==> config.mk <==
export PLATFORM = sky130hd
export DESIGN_NAME = peam_top
export DESIGN_NICKNAME = d
export VERILOG_FILES = /design/src/peam_pkg.sv /design/src/peam_apb_regs.sv /design/src/peam_sync.sv /design/src/peam_top.sv
export SDC_FILE = /design/constraint.sdc
export NUM_CORES = 1
export LEC_CHECK = 0
export ABC_AREA = 1
export BUFFER_PORTS_ARGS = -buffer_cell sky130_fd_sc_hd__buf_2
export CORE_ASPECT_RATIO = 0.6
export CORE_UTILIZATION = 27
export DETAILED_ROUTE_END_ITERATION = 10
export HOLD_SLACK_MARGIN = 0.06
export PLACE_DENSITY = 0.44
export SLEW_MARGIN = 20
export SYNTH_ARGS = -nofsm -noshare
export SYNTH_HDL_FRONTEND = slang
export SYNTH_SLANG_ARGS = --single-unit
==> constraint.sdc <==
create_clock -name pclk -period 9.4 [get_ports pclk]
set_clock_uncertainty 0.2 [all_clocks]
set_input_delay 1.88 -clock pclk [delete_from_list [all_inputs] [get_ports pclk]]
set_output_delay 1.88 -clock pclk [all_outputs]
set_load 0.02 [all_outputs]
==> src/peam_pkg.sv <==
// package: constants, register map and carriers for the position error alarm monitor
package peam_pkg;
  localparam int unsigned ERR_W         = 32;
  localparam int unsigned THR_W         = 30;
  localparam int unsigned SPD_W         = 16;
  localparam int unsigned PCT_W         = 7;

  localparam logic [THR_W-1:0] THR_MAX          = 30'h3FFF_FFFF;
  localparam logic [THR_W-1:0] THR_MIN          = 30'h0000_0001;
  localparam logic [THR_W-1:0] RUN_THR_RST      = 30'h0050_0000;
  localparam logic [THR_W-1:0] SON_THR_RST      = 30'h0050_0000;
  localparam logic [PCT_W-1:0] SON_PCT_RST      = 7'h64;
  localparam logic [PCT_W-1:0] SON_PCT_MIN      = 7'h0A;
  localparam logic [PCT_W-1:0] SON_PCT_MAX      = 7'h64;
  localparam logic [SPD_W-1:0] SON_SPD_RST      = 16'h2710;

  localparam logic [11:0] OFS_CTRL      = 12'h000;
  localparam logic [11:0] OFS_RUN_THR   = 12'h004;
  localparam logic [11:0] OFS_SON_THR   = 12'h008;
  localparam logic [11:0] OFS_SON_PCT   = 12'h00C;
  localparam logic [11:0] OFS_SON_SPD   = 12'h010;
  localparam logic [11:0] OFS_STATUS    = 12'h014;
  localparam logic [11:0] OFS_ERROR     = 12'h018;

  localparam int unsigned CTRL_MODE_LSB = 0;
  localparam int unsigned CTRL_CLR_BIT  = 4;

  typedef enum logic [1:0] {
    PEAM_MODE_SPEED  = 2'b00,
    PEAM_MODE_POS    = 2'b01,
    PEAM_MODE_TORQUE = 2'b10
  } peam_mode_t;

  typedef enum logic [1:0] {
    PEAM_ST_OFF    = 2'b00,
    PEAM_ST_RETURN = 2'b01,
    PEAM_ST_RUN    = 2'b10
  } peam_state_t;

  typedef struct packed {
    logic              ref_valid;
    logic signed [15:0] ref_delta;
    logic              fb_valid;
    logic signed [15:0] fb_delta;
  } peam_motion_t;

  typedef struct packed {
    logic run_alarm;
    logic son_overflow;
    logic spd_overflow;
  } peam_alarm_t;

  function automatic logic [ERR_W-1:0] peam_mag(input logic signed [ERR_W-1:0] v);
    peam_mag = v[ERR_W-1] ? ERR_W'(-v) : v;
  endfunction
endpackage

==> src/peam_apb_regs.sv <==
// apb slave holding the monitor's thresholds, mode and status read-back
`timescale 1ns/1ps
module peam_apb_regs
  import peam_pkg::*;
(
  input  wire logic                     pclk,
  input  wire logic                     presetn,
  input  wire logic                     ce,
  input  wire logic                     psel,
  input  wire logic                     penable,
  input  wire logic                     pwrite,
  input  wire logic [11:0]              paddr,
  input  wire logic [31:0]              pwdata,
  output logic      [31:0]              prdata,
  output logic                          pready,
  output logic                          pslverr,
  input  wire logic [31:0]              status_word,
  input  wire logic [31:0]              error_word,
  output logic      [1:0]               mode,
  output logic                          clear_alarms,
  output logic      [THR_W-1:0]         run_error_threshold,
  output logic      [THR_W-1:0]         servo_on_error_threshold,
  output logic      [PCT_W-1:0]         servo_on_error_percent,
  output logic      [SPD_W-1:0]         servo_on_speed_limit
);
  logic             acc;
  logic             hit;
  logic [31:0]      rd;
  logic [1:0]       next_mode;
  logic             next_clear;
  logic [THR_W-1:0] next_run;
  logic [THR_W-1:0] next_son;
  logic [PCT_W-1:0] next_pct;
  logic [SPD_W-1:0] next_spd;
  logic [31:0]      next_prdata;
  logic             next_pslverr;

  // clamp a threshold write into its legal range
  function automatic logic [THR_W-1:0] thr_clamp(input logic [31:0] v);
    if (v[31:THR_W] != '0) begin
      thr_clamp = THR_MAX;
    end else if (v[THR_W-1:0] < THR_MIN) begin
      thr_clamp = THR_MIN;
    end else begin
      thr_clamp = v[THR_W-1:0];
    end
  endfunction

  assign acc = psel & penable;
  assign pready = 1'b1;

  always_comb begin
    hit = 1'b1;
    rd  = 32'h0000_0000;
    case (paddr)
      OFS_CTRL:    rd = {30'h0000_0000, mode};
      OFS_RUN_THR: rd = {2'b00, run_error_threshold};
      OFS_SON_THR: rd = {2'b00, servo_on_error_threshold};
      OFS_SON_PCT: rd = {25'h000_0000, servo_on_error_percent};
      OFS_SON_SPD: rd = {16'h0000, servo_on_speed_limit};
      OFS_STATUS:  rd = status_word;
      OFS_ERROR:   rd = error_word;
      default:     hit = 1'b0;
    endcase
  end

  always_comb begin
    next_mode    = mode;
    next_clear   = 1'b0;
    next_run     = run_error_threshold;
    next_son     = servo_on_error_threshold;
    next_pct     = servo_on_error_percent;
    next_spd     = servo_on_speed_limit;
    next_prdata  = prdata;
    next_pslverr = 1'b0;
    if (psel & ~penable) begin
      next_prdata  = pwrite ? 32'h0000_0000 : rd;
      next_pslverr = ~hit;
    end else if (acc) begin
      next_pslverr = pslverr;
    end
    if (acc & pwrite & hit) begin
      case (paddr)
        OFS_CTRL: begin
          next_mode  = pwdata[CTRL_MODE_LSB +: 2];
          next_clear = pwdata[CTRL_CLR_BIT];
        end
        OFS_RUN_THR: next_run = thr_clamp(pwdata);
        OFS_SON_THR: next_son = thr_clamp(pwdata);
        OFS_SON_PCT: begin
          if (pwdata[6:0] < SON_PCT_MIN || pwdata[31:7] != '0) begin
            next_pct = (pwdata[31:7] != '0) ? SON_PCT_MAX : SON_PCT_MIN;
          end else if (pwdata[6:0] > SON_PCT_MAX) begin
            next_pct = SON_PCT_MAX;
          end else begin
            next_pct = pwdata[6:0];
          end
        end
        OFS_SON_SPD: next_spd = pwdata[SPD_W-1:0];
        default:     next_clear = 1'b0;
      endcase
    end
  end

  always_ff @(posedge pclk or negedge presetn) begin
    if (!presetn) begin
      mode                     <= PEAM_MODE_POS;
      clear_alarms             <= 1'b0;
      run_error_threshold      <= RUN_THR_RST;
      servo_on_error_threshold <= SON_THR_RST;
      servo_on_error_percent   <= SON_PCT_RST;
      servo_on_speed_limit     <= SON_SPD_RST;
      prdata                   <= 32'h0000_0000;
      pslverr                  <= 1'b0;
    end else if (ce) begin
      mode                     <= next_mode;
      clear_alarms             <= next_clear;
      run_error_threshold      <= next_run;
      servo_on_error_threshold <= next_son;
      servo_on_error_percent   <= next_pct;
      servo_on_speed_limit     <= next_spd;
      prdata                   <= next_prdata;
      pslverr                  <= next_pslverr;
    end
  end
endmodule

==> src/peam_sync.sv <==
// two flip-flop synchroniser for a level from another domain
`timescale 1ns/1ps
module peam_sync (
  input  wire logic pclk,
  input  wire logic presetn,
  input  wire logic ce,
  input  wire logic d,
  output logic      q
);
  logic meta;
  logic next_meta;
  logic next_q;

  always_comb begin
    next_meta = d;
    next_q    = meta;
  end

  always_ff @(posedge pclk or negedge presetn) begin
    if (!presetn) begin
      meta <= 1'b0;
      q    <= 1'b0;
    end else if (ce) begin
      meta <= next_meta;
      q    <= next_q;
    end
  end
endmodule

==> src/peam_top.sv <==
// position error alarm monitor: error counter, servo-on sequencing and alarms
// Contract
// - raise run alarm when error count exceeds run threshold
// - run threshold 1..1073741823, default 5242880, effective at once
// - error equals reference minus actual, kept as running pulse count
// - run error check active only in position control mode
// - at servo-on with pending error, drive back, then zero count
// - at servo-on, overflow alarm if pending error exceeds servo-on threshold
// - limit speed after servo-on; alarm if error passes run threshold (code: only while driving back, checked only in cycles with a reference pulse)
`timescale 1ns/1ps
module peam_top
  import peam_pkg::*;
(
  input  wire logic                 pclk,
  input  wire logic                 presetn,
  input  wire logic                 ce,
  input  wire logic                 psel,
  input  wire logic                 penable,
  input  wire logic                 pwrite,
  input  wire logic [11:0]          paddr,
  input  wire logic [31:0]          pwdata,
  output logic      [31:0]          prdata,
  output logic                      pready,
  output logic                      pslverr,
  input  wire logic                 servo_on_cmd,
  input  wire peam_pkg::peam_motion_t motion,
  output logic                      speed_limit_active,
  output logic      [SPD_W-1:0]     speed_limit,
  output logic signed [15:0]        return_cmd,
  output logic                      return_valid,
  output peam_pkg::peam_alarm_t     alarms,
  output logic                      alarm_any
);
  import peam_pkg::*;

  logic [1:0]               mode;
  logic                     clear_alarms;
  logic [THR_W-1:0]         run_error_threshold;
  logic [THR_W-1:0]         servo_on_error_threshold;
  logic [PCT_W-1:0]         servo_on_error_percent;
  logic [SPD_W-1:0]         servo_on_speed_limit;
  logic                     son_sync;
  logic                     son_prev;
  logic                     son_rise;
  logic signed [ERR_W-1:0]  error_count;
  logic signed [ERR_W-1:0]  next_error;
  logic [ERR_W-1:0]         err_mag;
  peam_state_t              state;
  peam_state_t              next_state;
  peam_alarm_t              next_alarms;
  logic                     next_son_prev;
  logic                     next_limit_active;
  logic [SPD_W-1:0]         next_limit;
  logic signed [15:0]       next_ret;
  logic                     next_ret_valid;
  logic                     pos_mode;
  logic signed [15:0]       step;
  logic [31:0]              status_word;

  peam_apb_regs u_regs (
    .pclk                     (pclk),
    .presetn                  (presetn),
    .ce                       (ce),
    .psel                     (psel),
    .penable                  (penable),
    .pwrite                   (pwrite),
    .paddr                    (paddr),
    .pwdata                   (pwdata),
    .prdata                   (prdata),
    .pready                   (pready),
    .pslverr                  (pslverr),
    .status_word              (status_word),
    .error_word               (error_count),
    .mode                     (mode),
    .clear_alarms             (clear_alarms),
    .run_error_threshold      (run_error_threshold),
    .servo_on_error_threshold (servo_on_error_threshold),
    .servo_on_error_percent   (servo_on_error_percent),
    .servo_on_speed_limit     (servo_on_speed_limit)
  );

  // servo-on arrives from the host's pin, so it is synchronised first
  peam_sync u_son (
    .pclk    (pclk),
    .presetn (presetn),
    .ce      (ce),
    .d       (servo_on_cmd),
    .q       (son_sync)
  );

  assign son_rise    = son_sync & ~son_prev;
  assign pos_mode    = (mode == PEAM_MODE_POS);
  assign err_mag     = peam_mag(error_count);
  assign status_word = {24'h00_0000, 1'b0, state, speed_limit_active, pos_mode,
                        alarms.spd_overflow, alarms.son_overflow, alarms.run_alarm};
  // the percentage register is stored for software only; the limit is latched unscaled

  // return step: bounded to +/-32767 so the drive-back always fits the 16-bit return command
  always_comb begin
    if (err_mag > ERR_W'(16'h7FFF)) begin
      step = error_count[ERR_W-1] ? 16'sh8001 : 16'sh7FFF;
    end else begin
      step = error_count[15:0];
    end
  end

  always_comb begin
    next_error        = error_count;
    next_state        = state;
    next_alarms       = alarms;
    next_son_prev     = son_sync;
    next_limit_active = speed_limit_active;
    next_limit        = speed_limit;
    next_ret          = 16'sh0000;
    next_ret_valid    = 1'b0;
    if (motion.ref_valid) begin
      next_error = next_error + ERR_W'(motion.ref_delta);
    end
    if (motion.fb_valid) begin
      next_error = next_error - ERR_W'(motion.fb_delta);
    end
    if (clear_alarms) begin
      next_alarms = '0;
    end
    case (state)
      PEAM_ST_OFF: begin
        next_limit_active = 1'b0;
        if (son_rise) begin
          if (err_mag > ERR_W'(servo_on_error_threshold)) begin
            next_alarms.son_overflow = 1'b1;
          end
          if (error_count != '0) begin
            next_state        = PEAM_ST_RETURN;
            next_limit_active = 1'b1;
            next_limit        = servo_on_speed_limit;
          end else begin
            next_state = PEAM_ST_RUN;
          end
        end
      end
      PEAM_ST_RETURN: begin
        if (!son_sync) begin
          next_state = PEAM_ST_OFF;
        end else if (error_count == '0) begin
          next_error        = '0;
          next_state        = PEAM_ST_RUN;
          next_limit_active = 1'b0;
        end else begin
          next_ret       = step;
          next_ret_valid = 1'b1;
          if (motion.ref_valid && err_mag > ERR_W'(run_error_threshold)) begin
            next_alarms.spd_overflow = 1'b1;
          end
        end
      end
      PEAM_ST_RUN: begin
        if (!son_sync) begin
          next_state = PEAM_ST_OFF;
        end
      end
      default: next_state = PEAM_ST_OFF;
    endcase
    // hardware set wins over a software clear in the same cycle
    if (pos_mode && err_mag > ERR_W'(run_error_threshold)) begin
      next_alarms.run_alarm = 1'b1;
    end
  end

  always_ff @(posedge pclk or negedge presetn) begin
    if (!presetn) begin
      error_count        <= '0;
      state              <= PEAM_ST_OFF;
      alarms             <= '0;
      son_prev           <= 1'b0;
      speed_limit_active <= 1'b0;
      speed_limit        <= SON_SPD_RST;
      return_cmd         <= 16'sh0000;
      return_valid       <= 1'b0;
      alarm_any          <= 1'b0;
    end else if (ce) begin
      error_count        <= next_error;
      state              <= next_state;
      alarms             <= next_alarms;
      son_prev           <= next_son_prev;
      speed_limit_active <= next_limit_active;
      speed_limit        <= next_limit;
      return_cmd         <= next_ret;
      return_valid       <= next_ret_valid;
      alarm_any          <= |next_alarms;
    end
  end
endmodule

**Word-level counts from Yosys, hierarchy flattened**

Cells that the tools add are included.

- ROM bits: 0
- Memory bits (writable): 0
- Word-level logic and storage cells: 121
- Output and inout bits: 72
- Flip-flop bits (word level): 194
- Input port bits: 85
- Bits in latches: 0
- Memories kept: 0

- Add/sub/neg operators: 3
- Shift-type cells: 0
- Reductions and logical operators: 22
- Mux-type cells: 46
- Order comparisons: 6
- Div/mod/pow operators: 0
- Multiply operators: 0
- Eq/ne operators: 15
- Bitwise operators: 8

Operators with widths:

| cell | number |
|---|---|
| $mux 32 | 7 |
| $pmux 32 s7 | 1 |
| $mux 16 | 5 |
| $gt 32x30->1 | 2 |
| $mux 30 | 2 |
| $eq 12x5->1 const B | 3 |
| $add 32x16->32 | 1 |
| $gt 32x15->1 const B | 1 |
| $logic_not 32->1 | 1 |
| $neg 32->32 | 1 |
| $reduce_bool 32->1 | 1 |
| $sub 32x16->32 | 1 |
| $lt 30x1->1 const B | 1 |
| $reduce_bool 25->1 | 1 |
| $eq 12x4->1 const B | 2 |
| $mux 7 | 3 |
| $mux 1 | 20 |
| $reduce_and 3->1 | 5 |
| $eq 12x3->1 const B | 1 |
| $logic_not 12->1 | 1 |
| $reduce_and 4->1 | 3 |
| $mux 2 | 5 |
| $ne 2x2->1 const B | 4 |
| $gt 7x7->1 const B | 1 |
| 17 further kinds | 27 |

**Depth between registers and ports, before layout**

- Depth in word-level cells: 9
- Gate-level depth with buffers: 28
- Gate-level depth less buffers: 28

**Hierarchy**

From an unflattened synthesis, not the netlist that was laid out.

- Cells, all modules: 2526
- Area total of the unflattened synthesis: 16753.6 sq um

By module, submodules not included:

| module | area an instance (sq um) | times used | sequential area each (sq um) | cells each |
|---|---|---|---|---|
| peam_top | 9950.8 | 1 | 1833.0 | 1550 |
| peam_apb_regs | 6726.5 | 1 | 2994.1 | 967 |
| peam_sync | 76.3 | 1 | 50.0 | 9 |

**Worst setup path after synthesis**

OpenSTA, ideal clock, no wires.

- Kind: input port to flip-flop
- Start point: input motion[17] (netlist name)
- End point: register error_count[22]
- Path slack: 4131 ps
- Path buffers: 0
- Stages: 22
- Required time: 9117 ps
- Data arrival time: 4987 ps
- Setup time: 83 ps
- Path through: ha_1 > fa_1 > nand2_1 > nand2_1 > o21ai_0 > inv_1 > a21oi_1 > xnor2_1 > nand2_1 > o21ai_0 > ha_1 > nand2_1 > nor2_1 > nand4_1 > o21ai_0 > nand2_1 > nand2_1 > a21oi_1 > or2_2 > nand3_1 > nand2_1 > o21ai_0

- Longest elaborated chain between the ends: 7

Ends and longest elaborated chain:

| item | RTL line | RTL |
|---|---|---|
| start: declaration | peam_top.sv:26 | `input wire peam_pkg::peam_motion_t motion,` |
| $add 32x16->32 * | peam_top.sv:117 | `next_error = next_error + ERR_W'(motion.ref_delta);` |
| $mux 32 * | peam_top.sv:116 | `if (motion.ref_valid) begin` |
| $sub 32x16->32 | peam_top.sv:120 | `next_error = next_error - ERR_W'(motion.fb_delta);` |
| $mux 32 * | peam_top.sv:119 | `if (motion.fb_valid) begin` |
| $mux 32 | peam_top.sv:144 | `end else if (error_count == '0) begin` |
| $mux 32 | peam_top.sv:142 | `if (!son_sync) begin` |
| $mux 32 * | peam_top.sv:125 | `case (state)` |
| end signal: assignment | peam_top.sv:181 | `error_count <= next_error;` |
| end: declaration | peam_top.sv:45 | `logic signed [ERR_W-1:0] error_count;` |

Every way passes the cells marked *; elsewhere a longest branch is shown, timed or not.
A chain may end at the register's enable or synchronous reset.

**Worst setup path in the final report**

- Start point: input motion[17] (netlist name)
- End point: register error_count[26]

The elaborated chain is that of the path after synthesis.

==> summary.md <==
| Metric | Value |
|---|---|
| Distinct cells, synth | `65` |
| Switching Power | `approximately 2800 uW` |
| PwrDens | `between 200 and 300 nW/um^2` |
| Status | `finished clean` |
| Core Rows | `67` |
| Startpoint types | `input pin` |
| Flop pwr share | `a little over a fifth` |
| Nets@finish | `~2500` |
| RSZ-0062 raised after global routing | `false` |
| Layout cell share with drive strength beyond 1 | `11.55%` |
| Total wire length | `between 60000 and 70000 um` |
| Clock root buffer master | `clkbuf_16` |
| Worst skew pair latency | `around 0.47 ns` |
| CTS tree | `done` |
| Max cap viols | `0` |
| Core Area | `between 50000 and 60000 sq um` |
| Post-synthesis sequential area ratio | `around a third` |
| Gr usage total | `a little over a fifth` |
| Area Overhead vs Synth | `14.16%` |
| Number of synthesized flops with an enable pin | `0` |
| Final Hold Vio Count | `0` |
| DRC Markers | `0` |
| Max Buffers Root-to-Sink | `2` |
| Via count | `15650` |
| Fin crit share | `between 60% and 70%` |
| Die area | `57610 sq um` |
| Ys async rst share | `100.0%` |
| Mapped Cells | `approximately 2200` |
| Post-Route Setup TNS | `0 ns` |
| Antenna Nets Post-Route | `0` |
| Hold Path Class | `flip-flop to flip-flop` |
| Die width | `between 300 and 400 um` |
| Clk slew on worst S/H paths | `approximately 0.080 ns` |
| Gr ovfl total | `0` |
| Clock power frac | `15.0%` |
| Req. time, crit path | `9.55 ns` |
| Critical path arrival | `6.67 ns` |
| Nature of the critical path endpoint | `flip-flop` |
| First-pass GRT wire length | `about 93000 um` |
| Synth Flop Type | `dfrtp_1` |
| Initial Utilization | `between 20% and 30%` |
| Syn Area/Cell | `6.994 sq um` |
| Pre-CTS setup slack | `about 2.7 ns` |
| DP Wirelength | `~50000 um` |
| Htree depth | `4` |
| Max-slew violations | `0` |
| Critical path type | `input pin to flip-flop` |
| Ys Warns | `0` |
| Final setup viols | `0` |
| Worst VDD drop | `between 0.0001 and 0.00015 V` |
| Hold_buf cts | `0` |
| Routability cong. | `0.9455` |
| Mapped cell area | `between 15000 and 20000 sq um` |
| Postcts setup bufs | `0` |
| First-iteration detailed-routing DRC count | `1358` |
| Vias in the first global route | `~15000` |
| Antenna cell count | `0` |
| CTS buffer count | `17` |
| Combinational power share | `about 63%` |
| Flops & latches, synth | `about 190` |
| Syn Nets | `roughly 2400` |
| Post-CTS resize count | `0` |
| Via density | `roughly 5.1` |
| Sink Count | `between 150 and 200` |
| Min Tclk post-route | `around 6.5 ns` |
| PortBufs | `155` |
| Initial antenna violation count | `0` |
| Worst slew margin | `~20%` |
| Crit path max fanout | `5` |
| P_int | `around 2400 uW` |
| DRT Pass-1 Iters | `5` |
| Lkg Pwr | `between 0.008 and 0.009 uW` |
| Wire per inst | `20.15 um` |
| Die Ht | `186.3 um` |
| Filler cell count | `roughly 6100` |
| Largest net degree at the start of global routing | `98` |
| Fmax | `about 150 MHz` |
| Switching part of the total | `54.09%` |
| Num ports | `roughly 160` |
| Worst slew pin tran | `~1.2 ns` |
| Setup ws final | `just under 3 ns` |
[metal layers]
metal	GRT usage (%)	up-vias	wire length, um
met2	29.04	506	24120
li1	-	7612	-
met1	34.25	7491	32490
met3	5.043	38	4788
met4	3.446	0	684
met5	0	-	0
[cell usage in the layout, fill, tap and decap left out, types with 4 or more instances in the layout]
master / n
nand2_1: 500
inv_1: 261
o21ai_0: 221
nor2_1: 213
dfrtp_1: 176
buf_2: 154
a21oi_1: 137
ha_1: 123
nand3_1: 110
o22ai_1: 48
nand4_1: 40
xor2_1: 35
nor3_1: 34
o21ai_1: 30
dfstp_2: 18
clkbuf_16: 17
o21bai_1: 13
o211ai_1: 12
xnor2_1: 12
buf_4: 12
a21o_1: 10
nor4_1: 10
a22o_1: 10
inv_2: 8
o221ai_1: 8
o21a_1: 7
nand3b_1: 6
or2_2: 6
nand2_2: 6
a31oi_1: 6
nand3_2: 5
inv_6: 5
o31ai_1: 4
nor2_2: 4
nand2_4: 4
[cell usage after synthesis (all sizes together), types with 3 or more instances]
master,n,share of area (%)
nand2,510,13
inv,270,6.6
o21ai,253,8.3
nor2,221,5.7
dfrtp,176,29
a21oi,137,4.5
ha,123,10
nand3,117,4.1
clkbuf,54,1.3
o22ai,48,2.0
nand4,40,1.6
nor3,38,1.4
xor2,37,2.3
dfstp,18,3.1
o211ai,13,0.67
o21bai,13,0.64
xnor2,12,0.69
nor4,11,0.49
a21o,10,0.49
a22o,10,0.57
buf,10,0.42
o221ai,8,0.46
o21a,7,0.34
a31oi,6,0.25
nand3b,6,0.29
or2,6,0.25
o31ai,4,0.20
a211oi,3,0.15
a21boi,3,0.15
[critical path, cell delays in order]
cell,delay [ns]
buf_2,0.10
ha_1,0.21
fa_1,0.39
nand2_1,0.10
nand2_1,0.07
o21ai_0,0.23
inv_1,0.13
a21oi_1,0.50
o21bai_1,0.19
xor2_1,0.17
nand2_1,0.06
o21ai_0,0.16
ha_1,0.42
nand2_1,0.12
inv_1,0.05
a21boi_0,0.45
o21ai_0,0.26
a221oi_1,0.71
nand2_1,0.11
nand2_1,0.09
nand3_1,0.07
nand3_1,0.12
nand2_1,0.07
[cell families (layout without fill, tap and decap cells)]
kind of cell               count (synthesis)  in the layout  synth area share (%)
AOI/OAI and AO/OA                        527            527                 19.38
and+or+nand+nor                          954            954                 26.90
muxes                                      1              1               0.07365
adders and majority gates                125            125                 10.33
DFF                                      194            194                 31.90
xor gates and xnor gates                  49             49                 2.979
other                                      1              1               0.02453
buffers and inverters                    335            470                 8.413
[sequential cells by signal, indices dropped and copies added, names as in the netlist]
register	flops
return_cmd	16
speed_limit_active	1
u_regs.clear_alarms	1
return_valid	1
alarm_any	1
u_regs.prdata	32
u_regs.servo_on_speed_limit	16
alarms	3
son_prev	1
u_regs.run_error_threshold	30
u_son.q	1
state	2
u_son.meta	1
u_regs.servo_on_error_percent	7
u_regs.pslverr	1
u_regs.servo_on_error_threshold	30
error_count	32
u_regs.mode	2
speed_limit	16
[final timing paths]
kind	cells after the start	to	start	slack [ns]
worst max-delay path	23	error_count[26]	motion[17]	2.88
worst min-delay path	2	u_regs.prdata[6]	u_regs.prdata[6]	0.28
worst max register to register	22	error_count[26]	error_count[0]	3.97
worst min register to register	2	u_regs.prdata[6]	u_regs.prdata[6]	0.28
max in group asynchronous	2	u_regs.servo_on_error_threshold[5]	presetn	6.35
min in group asynchronous	1	error_count[26]	presetn	1.28
[power groups by stage]
stage / Clock, uW / Sequential [uW] / Combinational [uW]
6_report: 777 / 1130 / 3260
5_1_grt: 829 / 1150 / 3640
4_1_cts: 795 / 1130 / 3200
3_5_place_dp: 0 / 1150 / 3170
3_3_place_gp: 0 / 1150 / 3170
2_1_floorplan: 0 / 1150 / 2150
[final cells by class]
class	count	area [sq um]	area share, %
Clock inverter	14	157.7	0.9033
Sequential cell	194	4877	27.94
Inverter	271	1020	5.843
Tap cell	759	949.7	5.441
Timing Repair Buffer	167	874.6	5.011
Multi-Input combinational cell	1657	9145	52.40
Clock buffer	18	429.2	2.459
[per-stage QoR]
stage / util (%) / hold slack (ns) / power, uW / cells / cell area (sq um)
floorplan: - / 0.2422 / 3300 / 2186 / 15290
global placement: 30.15 / 0.2614 / 4325 / 3048 / 16860
detailed placement: 30.15 / 0.2609 / 4319 / 3048 / 16860
CTS: 31.20 / 0.2882 / 5124 / 3080 / 17440
global route: 31.21 / 0.3057 / 5619 / 3080 / 17450
finish: 31.21 / 0.2824 / 5172 / 3080 / 17450
Power figures use the tool's default switching activity.
